## config.mk

```make
export PLATFORM = sky130hd
export DESIGN_NAME = tkr_responder
export DESIGN_NICKNAME = d
export VERILOG_FILES = /design/src/verilog/tkr_pkg.sv /design/src/verilog/tkr_crc_if.sv /design/src/verilog/tkr_crc8.sv /design/src/verilog/tkr_first_key.sv /design/src/verilog/tkr_responder.sv
export SDC_FILE = /design/constraint.sdc
export NUM_CORES = 1
export LEC_CHECK = 0
export BUFFER_PORTS_ARGS = -buffer_cell sky130_fd_sc_hd__buf_4
export CAP_MARGIN = 10
export CORE_MARGIN = 2
export CORE_UTILIZATION = 30
export CTS_CLUSTER_SIZE = 30
export DETAILED_ROUTE_END_ITERATION = 8
export PLACE_DENSITY = 0.57
export SYNTH_ARGS = -nofsm -noshare
export SYNTH_HDL_FRONTEND = slang
export SYNTH_HIERARCHICAL = 1
export SYNTH_SLANG_ARGS = --single-unit
```

## constraint.sdc

```tcl
create_clock -name ref_clk_i -period 7.28 [get_ports ref_clk_i]
set_input_delay 0.364 -clock ref_clk_i [delete_from_list [all_inputs] [get_ports ref_clk_i]]
set_output_delay 0.364 -clock ref_clk_i [all_outputs]
set_load 0.05 [all_outputs]
```

## src/verilog/tkr_pkg.sv

```systemverilog
package tkr_pkg;

  // Key array
  localparam int unsigned KEYS = 48;

  // Command codes
  localparam logic [7:0] CMD_NULL    = 8'h00;
  localparam logic [7:0] CMD_RESET   = 8'h04;
  localparam logic [7:0] CMD_STATUS  = 8'h05;
  localparam logic [7:0] CMD_FIRST   = 8'h06;
  localparam logic [7:0] CMD_ALLKEYS = 8'h07;
  localparam logic [7:0] CMD_SIGNALS = 8'h08;
  localparam logic [7:0] CMD_REFS    = 8'h09;
  localparam logic [7:0] CMD_DELTAS  = 8'h0A;
  localparam logic [7:0] CMD_ERRS    = 8'h0B;
  localparam logic [7:0] CMD_LINES   = 8'h0C;
  localparam logic [7:0] CMD_LAST    = 8'h0F;

  // Fixed reply values
  localparam logic [7:0] RESET_ACK = 8'hFB;
  localparam logic [5:0] NO_KEY    = 6'h3F;

  // General status byte layout
  localparam int unsigned ST_COMM_BIT   = 6;
  localparam int unsigned ST_FMEA_BIT   = 5;
  localparam int unsigned ST_EEPROM_BIT = 4;
  localparam int unsigned ST_SYNC_BIT   = 3;
  localparam int unsigned ST_CALF_BIT   = 2;
  localparam int unsigned ST_CAL_BIT    = 1;
  localparam int unsigned ST_DET_BIT    = 0;

  // First-key byte layout
  localparam int unsigned FK_MULTI_BIT = 7;
  localparam int unsigned FK_FLAG_BIT  = 6;

  // Reply data lengths in bytes, check byte excluded
  localparam logic [6:0] LEN_ONE   = 7'h01;
  localparam logic [6:0] LEN_FIELD = 7'h06;
  localparam logic [6:0] LEN_WORDS = 7'h60;
  localparam logic [6:0] LEN_BYTES = 7'h30;

  // Check byte defaults, shared with the host
  localparam logic [7:0] CRC_POLY_DEF = 8'h07;
  localparam logic [7:0] CRC_INIT_DEF = 8'h00;

  // Timing
  localparam int unsigned CLK_HZ         = 25_000_000;
  localparam int unsigned DBL_WINDOW_MS  = 100;
  localparam int unsigned DBL_WINDOW_CYC = DBL_WINDOW_MS * (CLK_HZ / 1000);
  localparam int unsigned TMR_W          = 22;

  // Reply sequencer states
  typedef enum logic [1:0] {
    ST_IDLE = 2'b00,
    ST_LOAD = 2'b01,
    ST_SEND = 2'b10
  } tkr_state_t;

  // Codes that this block answers or acts on
  function automatic logic is_known(input logic [7:0] c);
    return (c >= CMD_RESET && c <= CMD_LINES) || c == CMD_LAST;
  endfunction

  // Number of data bytes before the check byte
  function automatic logic [6:0] data_len(input logic [7:0] c);
    unique case (c)
      CMD_ALLKEYS, CMD_ERRS:  data_len = LEN_FIELD;
      CMD_SIGNALS, CMD_REFS:  data_len = LEN_WORDS;
      CMD_DELTAS:             data_len = LEN_BYTES;
      default:                data_len = LEN_ONE;
    endcase
  endfunction

  // Replies that end in a check byte
  function automatic logic has_crc(input logic [7:0] c);
    return c == CMD_STATUS || c == CMD_FIRST || c == CMD_ALLKEYS ||
           c == CMD_ERRS || c == CMD_LINES;
  endfunction

endpackage

```

## src/verilog/tkr_crc_if.sv

```systemverilog
`timescale 1ns/100ps
interface tkr_crc_if;
  logic       init;
  logic       upd;
  logic [7:0] din;
  logic [7:0] crc;

  modport calc (input init, input upd, input din, output crc);
  modport user (output init, output upd, output din, input crc);
endinterface

```

## src/verilog/tkr_crc8.sv

```systemverilog
`timescale 1ns/100ps
module tkr_crc8 #(
  parameter logic [7:0] POLY = tkr_pkg::CRC_POLY_DEF,
  parameter logic [7:0] INIT = tkr_pkg::CRC_INIT_DEF
) (
  input  wire logic   ref_clk_i,
  input  wire logic   rst_n_i,
  tkr_crc_if.calc     crc_c
);

  logic [7:0] crc_q;

  // One byte, MSB first, through the polynomial
  function automatic logic [7:0] step(input logic [7:0] c, input logic [7:0] d);
    logic [7:0] r;
    r = c ^ d;
    for (int i = 0; i < 8; i++) begin
      r = r[7] ? ((r << 1) ^ POLY) : (r << 1);
    end
    return r;
  endfunction

  // Init restarts from the seed with the command byte folded in
  always_ff @(posedge ref_clk_i or negedge rst_n_i) begin
    if (!rst_n_i) begin
      crc_q <= 8'h00;
    end else if (crc_c.init) begin
      crc_q <= step(INIT, crc_c.din);
    end else if (crc_c.upd) begin
      crc_q <= step(crc_q, crc_c.din);
    end
  end

  assign crc_c.crc = crc_q;

endmodule

```

## src/verilog/tkr_first_key.sv

```systemverilog
`timescale 1ns/100ps
module tkr_first_key #(
  parameter int unsigned KEYS = tkr_pkg::KEYS
) (
  input  wire logic [KEYS-1:0] detect_i,
  output logic      [5:0]      first_o,
  output logic                 multi_o
);

  if (KEYS < 2 || KEYS > 63) begin : g_bad_keys
    $error("KEYS must leave 0x3F free");
  end

  // Lowest numbered touched key wins; scan from the top so it lands last
  always_comb begin
    first_o = tkr_pkg::NO_KEY;
    for (int k = KEYS - 1; k >= 0; k--) begin
      if (detect_i[k]) first_o = 6'(k);
    end
  end

  // Clearing the lowest set bit leaves something only for two or more touches
  assign multi_o = |(detect_i & (detect_i - 1'b1));

endmodule

```

## src/verilog/tkr_responder.sv

```systemverilog
// What this block does
// - Reset needs two back-to-back codes within window
// - Accepted reset answers 0xFB, then resets
// - Missing second copy: abandon silently
// - Status reply: status byte plus check byte
// - Status bit6 unknown command, bit7 reserved
// - Comms error holds until last-command code
// - Status bits 5,4,3: fault, store, sync
// - Status bit2: calibration failure or low reference
// - Status bit1 calibrating, bit0 any detect
// - First-key bit7 flags multiple touches, check byte
// - First-key bit6 flags calibrating or any status-byte error except low reference
// - First-key low bits key number, 0x3F none
// - All-keys: six detect bytes plus check
// - Signals: 48 words, low byte first, unchecked
// - References: 48 words, low byte first, unchecked
// - Deltas: reference minus signal, clamped, unchecked
// - Error flags: six bytes plus check byte
// - Line faults: one byte plus check byte
// - Last-command returns complement of last code
`timescale 1ns/100ps
module tkr_responder #(
  parameter int unsigned WINDOW_CYC = tkr_pkg::DBL_WINDOW_CYC,
  parameter logic [7:0]  CRC_POLY   = tkr_pkg::CRC_POLY_DEF,
  parameter logic [7:0]  CRC_INIT   = tkr_pkg::CRC_INIT_DEF
) (
  input  wire logic        ref_clk_i,
  input  wire logic        rst_n_i,
  input  wire logic        cmd_valid_i,
  input  wire logic [7:0]  cmd_byte_i,
  output logic             cmd_ready_o,
  output logic             rsp_valid_o,
  output logic      [7:0]  rsp_byte_o,
  input  wire logic        rsp_ready_i,
  input  wire logic [47:0] key_detect_i,
  input  wire logic [47:0] key_err_i,
  input  wire logic        any_cal_i,
  input  wire logic        cal_fail5_i,
  input  wire logic        low_ref_i,
  input  wire logic        fmea_fail_i,
  input  wire logic        eeprom_bad_i,
  input  wire logic        sync_fail_i,
  input  wire logic [7:0]  line_fault_i,
  output logic      [5:0]  key_sel_o,
  input  wire logic [15:0] key_sig_i,
  input  wire logic [15:0] key_ref_i,
  output logic             comm_err_o,
  output logic             soft_reset_o
);

  localparam int unsigned TW = tkr_pkg::TMR_W;

  if (WINDOW_CYC < 1 || WINDOW_CYC >= (1 << TW)) begin : g_bad_window
    $error("WINDOW_CYC out of range");
  end

  tkr_pkg::tkr_state_t state_q;
  logic [7:0]    cmd_q;
  logic [7:0]    last_q;
  logic [6:0]    idx_q;
  logic [6:0]    len_q;
  logic          crc_en_q;
  logic          arm_q;
  logic [TW-1:0] tmr_q;
  logic          comm_err_q;
  logic          rst_pend_q;
  logic          soft_reset_q;
  logic [7:0]    byte_q;
  logic          accept;
  logic          real_cmd;
  logic          fire;
  logic          start;
  logic          crc_slot;
  logic          last_hs;
  logic [7:0]    data_byte;
  logic [7:0]    status_byte;
  logic [7:0]    first_byte;
  logic [5:0]    first_key;
  logic          multi_touch;

  tkr_crc_if crc_c ();

  tkr_crc8 #(
    .POLY (CRC_POLY),
    .INIT (CRC_INIT)
  ) u_crc (
    .ref_clk_i (ref_clk_i),
    .rst_n_i   (rst_n_i),
    .crc_c     (crc_c.calc)
  );

  tkr_first_key #(
    .KEYS (tkr_pkg::KEYS)
  ) u_first (
    .detect_i (key_detect_i),
    .first_o  (first_key),
    .multi_o  (multi_touch)
  );

  // Clamp reference minus signal into one unsigned byte
  function automatic logic [7:0] delta(input logic [15:0] r, input logic [15:0] s);
    logic [15:0] d;
    d = r - s;
    if (r < s) return 8'h00;
    if (d > 16'h00FF) return 8'hFF;
    return d[7:0];
  endfunction

  // Commands are taken only between replies; nulls are taken here and dropped
  assign cmd_ready_o = (state_q == tkr_pkg::ST_IDLE);
  assign accept      = cmd_valid_i && cmd_ready_o;
  assign real_cmd    = accept && (cmd_byte_i != tkr_pkg::CMD_NULL);
  assign fire        = real_cmd && (cmd_byte_i == tkr_pkg::CMD_RESET) && arm_q;
  assign start       = real_cmd && tkr_pkg::is_known(cmd_byte_i) &&
                       (cmd_byte_i != tkr_pkg::CMD_RESET || arm_q);
  assign crc_slot    = crc_en_q && (idx_q == len_q);
  assign last_hs     = (state_q == tkr_pkg::ST_SEND) && rsp_ready_i &&
                       (idx_q == len_q - {6'h00, !crc_en_q});

  // Double-issue guard: first copy arms, any other non-null command disarms
  always_ff @(posedge ref_clk_i or negedge rst_n_i) begin
    if (!rst_n_i) begin
      arm_q <= 1'b0;
      tmr_q <= '0;
    end else if (real_cmd) begin
      arm_q <= (cmd_byte_i == tkr_pkg::CMD_RESET) && !arm_q;
      tmr_q <= TW'(WINDOW_CYC - 1);
    end else if (arm_q) begin
      if (tmr_q == '0) begin
        arm_q <= 1'b0;
      end
      tmr_q <= tmr_q - 1'b1;
    end
  end

  // Last code seen, kept even if unknown; the query code itself is not kept
  always_ff @(posedge ref_clk_i or negedge rst_n_i) begin
    if (!rst_n_i) begin
      last_q <= 8'h00;
    end else if (real_cmd && cmd_byte_i != tkr_pkg::CMD_LAST) begin
      last_q <= cmd_byte_i;
    end
  end

  // Sticky comms error; one command per cycle, so set and clear never meet
  always_ff @(posedge ref_clk_i or negedge rst_n_i) begin
    if (!rst_n_i) begin
      comm_err_q <= 1'b0;
    end else if (real_cmd && !tkr_pkg::is_known(cmd_byte_i)) begin
      comm_err_q <= 1'b1;
    end else if (real_cmd && cmd_byte_i == tkr_pkg::CMD_LAST) begin
      comm_err_q <= 1'b0;
    end
  end

  // Reset is held back until the acknowledge byte has left
  always_ff @(posedge ref_clk_i or negedge rst_n_i) begin
    if (!rst_n_i) begin
      rst_pend_q   <= 1'b0;
      soft_reset_q <= 1'b0;
    end else begin
      soft_reset_q <= rst_pend_q && last_hs;
      if (fire) begin
        rst_pend_q <= 1'b1;
      end else if (last_hs) begin
        rst_pend_q <= 1'b0;
      end
    end
  end

  // Status and first-key bytes built from live sensing state
  always_comb begin
    status_byte = 8'h00;
    status_byte[tkr_pkg::ST_COMM_BIT]   = comm_err_q;
    status_byte[tkr_pkg::ST_FMEA_BIT]   = fmea_fail_i;
    status_byte[tkr_pkg::ST_EEPROM_BIT] = eeprom_bad_i;
    status_byte[tkr_pkg::ST_SYNC_BIT]   = sync_fail_i;
    status_byte[tkr_pkg::ST_CALF_BIT]   = cal_fail5_i || low_ref_i;
    status_byte[tkr_pkg::ST_CAL_BIT]    = any_cal_i;
    status_byte[tkr_pkg::ST_DET_BIT]    = |key_detect_i;
    first_byte = {2'b00, first_key};
    first_byte[tkr_pkg::FK_MULTI_BIT] = multi_touch;
    first_byte[tkr_pkg::FK_FLAG_BIT]  = any_cal_i || cal_fail5_i || sync_fail_i ||
                                        comm_err_q || fmea_fail_i || eeprom_bad_i;
  end

  // Word dumps address key idx/2; delta dump addresses key idx
  assign key_sel_o = (cmd_q == tkr_pkg::CMD_DELTAS) ? idx_q[5:0] : idx_q[6:1];

  // Byte for the current reply position
  always_comb begin
    unique case (cmd_q)
      tkr_pkg::CMD_RESET:   data_byte = tkr_pkg::RESET_ACK;
      tkr_pkg::CMD_STATUS:  data_byte = status_byte;
      tkr_pkg::CMD_FIRST:   data_byte = first_byte;
      tkr_pkg::CMD_ALLKEYS: data_byte = key_detect_i[{idx_q[2:0], 3'b000} +: 8];
      tkr_pkg::CMD_SIGNALS: data_byte = idx_q[0] ? key_sig_i[15:8] : key_sig_i[7:0];
      tkr_pkg::CMD_REFS:    data_byte = idx_q[0] ? key_ref_i[15:8] : key_ref_i[7:0];
      tkr_pkg::CMD_DELTAS:  data_byte = delta(key_ref_i, key_sig_i);
      tkr_pkg::CMD_ERRS:    data_byte = key_err_i[{idx_q[2:0], 3'b000} +: 8];
      tkr_pkg::CMD_LINES:   data_byte = line_fault_i;
      tkr_pkg::CMD_LAST:    data_byte = ~last_q;
      default:              data_byte = 8'h00;
    endcase
  end

  // Check byte covers the command and every data byte before it
  assign crc_c.init = start;
  assign crc_c.upd  = (state_q == tkr_pkg::ST_LOAD) && !crc_slot;
  assign crc_c.din  = start ? cmd_byte_i : data_byte;

  // Reply sequencer: one load cycle per byte keeps the output registered
  always_ff @(posedge ref_clk_i or negedge rst_n_i) begin
    if (!rst_n_i) begin
      state_q  <= tkr_pkg::ST_IDLE;
      cmd_q    <= 8'h00;
      idx_q    <= 7'h00;
      len_q    <= 7'h00;
      crc_en_q <= 1'b0;
      byte_q   <= 8'h00;
    end else begin
      unique case (state_q)
        tkr_pkg::ST_IDLE: begin
          if (start) begin
            cmd_q    <= cmd_byte_i;
            idx_q    <= 7'h00;
            len_q    <= tkr_pkg::data_len(cmd_byte_i);
            crc_en_q <= tkr_pkg::has_crc(cmd_byte_i);
            state_q  <= tkr_pkg::ST_LOAD;
          end
        end
        tkr_pkg::ST_LOAD: begin
          byte_q  <= crc_slot ? crc_c.crc : data_byte;
          state_q <= tkr_pkg::ST_SEND;
        end
        tkr_pkg::ST_SEND: begin
          if (rsp_ready_i) begin
            idx_q   <= idx_q + 1'b1;
            state_q <= last_hs ? tkr_pkg::ST_IDLE : tkr_pkg::ST_LOAD;
          end
        end
        default: state_q <= tkr_pkg::ST_IDLE;
      endcase
    end
  end

  assign rsp_valid_o  = (state_q == tkr_pkg::ST_SEND);
  assign rsp_byte_o   = byte_q;
  assign comm_err_o   = comm_err_q;
  assign soft_reset_o = soft_reset_q;
endmodule

```

==> impl_metrics.yaml <==
cells_and_area:
  most_common_library_cell_in_the_layout_ignoring_fill_and_taps: "sky130_fd_sc_hd__buf_4"
  share_of_post_route_cells_with_drive_strength_above_1: 0.208
  synthToLayoutAreaGrowth_pct: 23.4
  mostFrequentLayoutCells: "sky130_fd_sc_hd__buf_4, sky130_fd_sc_hd__nand2_1, sky130_fd_sc_hd__nor2_1"
  layout.filler_cells: 2728
  antenna_cells: 0
  design.final.nets: 1359
die:
  die_width_um: 167
  fp-row-count: 59
  core-area_mm2: 0.0261
  boundaryPins: 172
  die_y_um: 167
  design.die.area_mm2: 0.0279
  initial_utilization: 0.306
placed_design:
  io_buffer_count: 171
  final_wtd_congestion: 0.942
  detailed_place_hpwl_um: 25200
setup_path:
  worst-endpoint-required_ns: 7.48
  cp_num_cells: 13
  crit_path_cell_trace: "and2_1, nand3_2, nand2_1, a32oi_1, nand4_1, nor4b_1, o21ai_0, a21o_1, xor2_1, xnor2_1, o21a_1, o31ai_1, a31oi_1"
  rr_endpoint: "u_crc/crc_c.crc[4]"
  worstSetupStartpointType: "register"
  timing.setup.critical_path_class: "register to register"
  timing.reg2reg.setup_slack_ns: 2.64
  critical-path-slowest-cell: "sky130_fd_sc_hd__nor4b_1"
  reg2regPathDepth: 13
  regToRegStartpoint: "cmd_q[0]"
  critical_path.endpoint_type: "register"
  critPathTopFamily: "simple AND/OR/NAND/NOR gates"
  crit_path_max_incr_delay_ns: 0.78
  endpoint: "u_crc/crc_c.crc[4]"
  crit_arrival_ns: 4.84
  startpoint: "cmd_q[0]"
  buffers_plus_inverters_on_the_worst_setup_path: 0
  cp_max_fo: 30
synth:
  synth_warnings: 6
  synth.area.mux_share: 0.0740
  post_synthesis_cell_area_mm2: 0.00798
  synth_fp_nets: 1216
  post_synth_main_area_contributors: "sky130_fd_sc_hd__dfrtp_1, sky130_fd_sc_hd__nand2_1, sky130_fd_sc_hd__nor2_1"
  yosys.area.top_type: "sky130_fd_sc_hd__dfrtp_1"
  yosys_most_used_dff: "sky130_fd_sc_hd__dfrtp_1"
  ys_seq_area_frac: 0.229
  yosysTopAreaCellShare: 0.229
  synth_cells: 1039
  yosys.area_share.xor_xnor: 0.0697
  syn_area_per_cell_um2: 7.68
  synth_compound_gate_area_share: 0.233
  synth.ff_latch_count: 73
  yosys.area_share.adder: 0.0409
  asyncSetResetFlopFracSynth: 1.00
  synth_edf_count: 0
  synth_top_family_by_area: "simple AND/OR/NAND/NOR gates"
  synth.distinct_cells: 89
  yosys.area_share.simple: 0.303
cts:
  ctsRootBufferMaster: "sky130_fd_sc_hd__clkbuf_16"
  holdBufCountCts: 0
  clkSinkCount: 73
  cts_tree: "done"
  clk_pin_slew_ns: 0.06
  post-cts-setup-buffer-count: 0
  htree_num_levels: 3
  tritoncts.num_buffers: 9
  cts_resized: 0
  worst_skew_pair.late_latency_ns: 0.34
  clockBufferDepth: 2
global_route:
  largest_net_degree_at_the_start_of_global_routing: 74
  grt_first_pass_wirelength_um: 49800
  grt_pass1_vias: 8510
  groute.usage.overall: 0.227
  antenna_violations_before_repair: 0
  globalRouteOverflowTotal: 0
hold_path:
  holdCritPathClass: "primary input to async pin"
timing:
  final_hold_viol_count: 0
  period_minus_slack_ns: 4.64
  timing.final.crit_share: 0.637
  worst_slew_margin_rel: 0.244
  maxSlewViolCount: 0
  tns_ns: 0
  hold_ws_ns: 0.174
  fin_worst_skew_ns: 0.00971
  setup_viol: 0
  max_slew.worst_pin.slew_ns: 1.13
  max_freq_mhz: 216
  rsz0062_at_grt: "no"
routing:
  total_drc_errors_in_the_routed_layout: 0
  initialDrtViolationCount: 1050
  firstDrtPassIters: 7
  vias_per_cell: 5.87
  final_antenna_net_count: 0
  vias_post_dr: 8930
  drt-wirelength-per-cell_um: 21.3
  finalWirelength_um: 32400
power:
  power.internal_uw: 1430
  p_comb_frac: 0.592
  p_sw_frac: 0.475
  pwr-share-seq: 0.229
  power.net_switching_uw: 1300
  cellLeakagePower_uw: 0.00412
  powerDensity_mw_per_mm2: 277
  clock_power_share: 0.180
  ir_worst_vdd_v: 0.000161
flow_run:
  timing.max_cap.violations: 0
status:
  result_of_the_run: "completed"
[how the worst min path moves through the flow]
| stage | end | start | cells past startpoint | slack (ns) |
|---|---|---|---|---|
| 2_1_floorplan | arm_q | rst_n_i | 0 | 0.07 |
| 3_3_place_gp | last_q[0] | last_q[0] | 1 | 0.49 |
| 3_5_place_dp | last_q[0] | last_q[0] | 1 | 0.49 |
| 4_1_cts | state_q[1] | rsp_ready_i | 2 | 0.21 |
| 5_1_grt | state_q[1] | rsp_ready_i | 2 | 0.22 |
| 6_report | rst_pend_q | rst_n_i | 1 | 0.17 |
[power by group through the flow]
stage	Sequential [uW]	Combinational, uW	Clock [uW]
after floorplan	622	1120	0
after CTS	622	1590	500
after global routing	639	1770	521
after detailed placement	629	1590	0
final	624	1620	490
after global placement	630	1570	0
[routing by layer]
metal	track usage	routed length, um	up-vias
met1	0.314	13900	4250
met4	0.0702	819	0
met2	0.347	14300	485
li1	-	-	4139
met3	0.0586	3350	56
met5	0	0	-
[layout make-up]
| class | count | area [um^2] | area share |
|---|---|---|---|
| Tap cell | 335 | 419 | 0.0425 |
| Clock buffer | 9 | 225 | 0.0229 |
| Sequential cell | 73 | 1830 | 0.185 |
| Clock inverter | 7 | 98.8 | 0.0100 |
| Multi-Input combinational cell | 870 | 5750 | 0.584 |
| Timing Repair Buffer | 180 | 1350 | 0.137 |
| Inverter | 48 | 180 | 0.0183 |
[metrics by stage]
| step | area, um^2 | worst slack (ns) | util | cells | total power, uW |
|---|---|---|---|---|---|
| after floorplan | 7980 | 3.07 | - | 1039 | 1740 |
| after global placement | 9530 | 2.52 | 0.366 | 1506 | 2200 |
| after detailed placement | 9530 | 2.44 | 0.366 | 1506 | 2210 |
| after CTS | 9850 | 2.76 | 0.378 | 1522 | 2720 |
| after global routing | 9850 | 2.37 | 0.378 | 1522 | 2930 |
| final | 9850 | 2.64 | 0.378 | 1522 | 2730 |
[cell usage after synthesis, types with 5 or more instances]
library cell,count
sky130_fd_sc_hd__a21o_1,15
sky130_fd_sc_hd__a32oi_1,12
sky130_fd_sc_hd__xor2_1,26
sky130_fd_sc_hd__xnor2_1,32
sky130_fd_sc_hd__and2_1,10
sky130_fd_sc_hd__a31oi_1,20
sky130_fd_sc_hd__clkbuf_1,26
sky130_fd_sc_hd__o22ai_1,5
sky130_fd_sc_hd__o21a_1,7
sky130_fd_sc_hd__dfrtp_1,73
sky130_fd_sc_hd__or3_1,15
sky130_fd_sc_hd__ha_1,22
sky130_fd_sc_hd__nor3_1,43
sky130_fd_sc_hd__a22oi_1,5
sky130_fd_sc_hd__buf_2,13
sky130_fd_sc_hd__a2111oi_0,5
sky130_fd_sc_hd__nor2_1,111
sky130_fd_sc_hd__nand3b_1,6
sky130_fd_sc_hd__a211oi_1,12
sky130_fd_sc_hd__nor4_1,28
sky130_fd_sc_hd__nor3b_1,6
sky130_fd_sc_hd__nor2b_1,16
sky130_fd_sc_hd__or4_1,9
sky130_fd_sc_hd__o211ai_1,6
sky130_fd_sc_hd__nand3_1,38
sky130_fd_sc_hd__inv_1,46
sky130_fd_sc_hd__nand2b_1,12
sky130_fd_sc_hd__nand2_1,130
sky130_fd_sc_hd__o31ai_1,10
sky130_fd_sc_hd__and3_1,6
sky130_fd_sc_hd__mux2_2,14
sky130_fd_sc_hd__a221o_1,8
sky130_fd_sc_hd__a21oi_1,39
sky130_fd_sc_hd__mux2i_1,29
sky130_fd_sc_hd__o21ai_0,66
sky130_fd_sc_hd__nand4_1,12
sky130_fd_sc_hd__nor4_4,6
sky130_fd_sc_hd__nor4b_1,6
[flip-flops by register name, summed over array words and instances, names as in the netlist]
signal	cells
arm_q	1
cmd_q	8
comm_err_o	1
crc_en_q	1
idx_q	7
last_q	8
len_q	5
rsp_byte_o	8
rst_pend_q	1
soft_reset_o	1
state_q	2
tmr_q	22
u_crc/crc_c.crc	8
[logic make-up (layout without fill, tap and decap cells)]
logic type      count (synthesis)  in the layout
flops                          73             73
compound gates                266            266
xor+xnor                       61             61
mux                            49             49
simple gates                  468            468
buf+inv                        96            244
fa+ha+maj                      26             26
No activity file was read; power rests on OpenSTA's default activity.
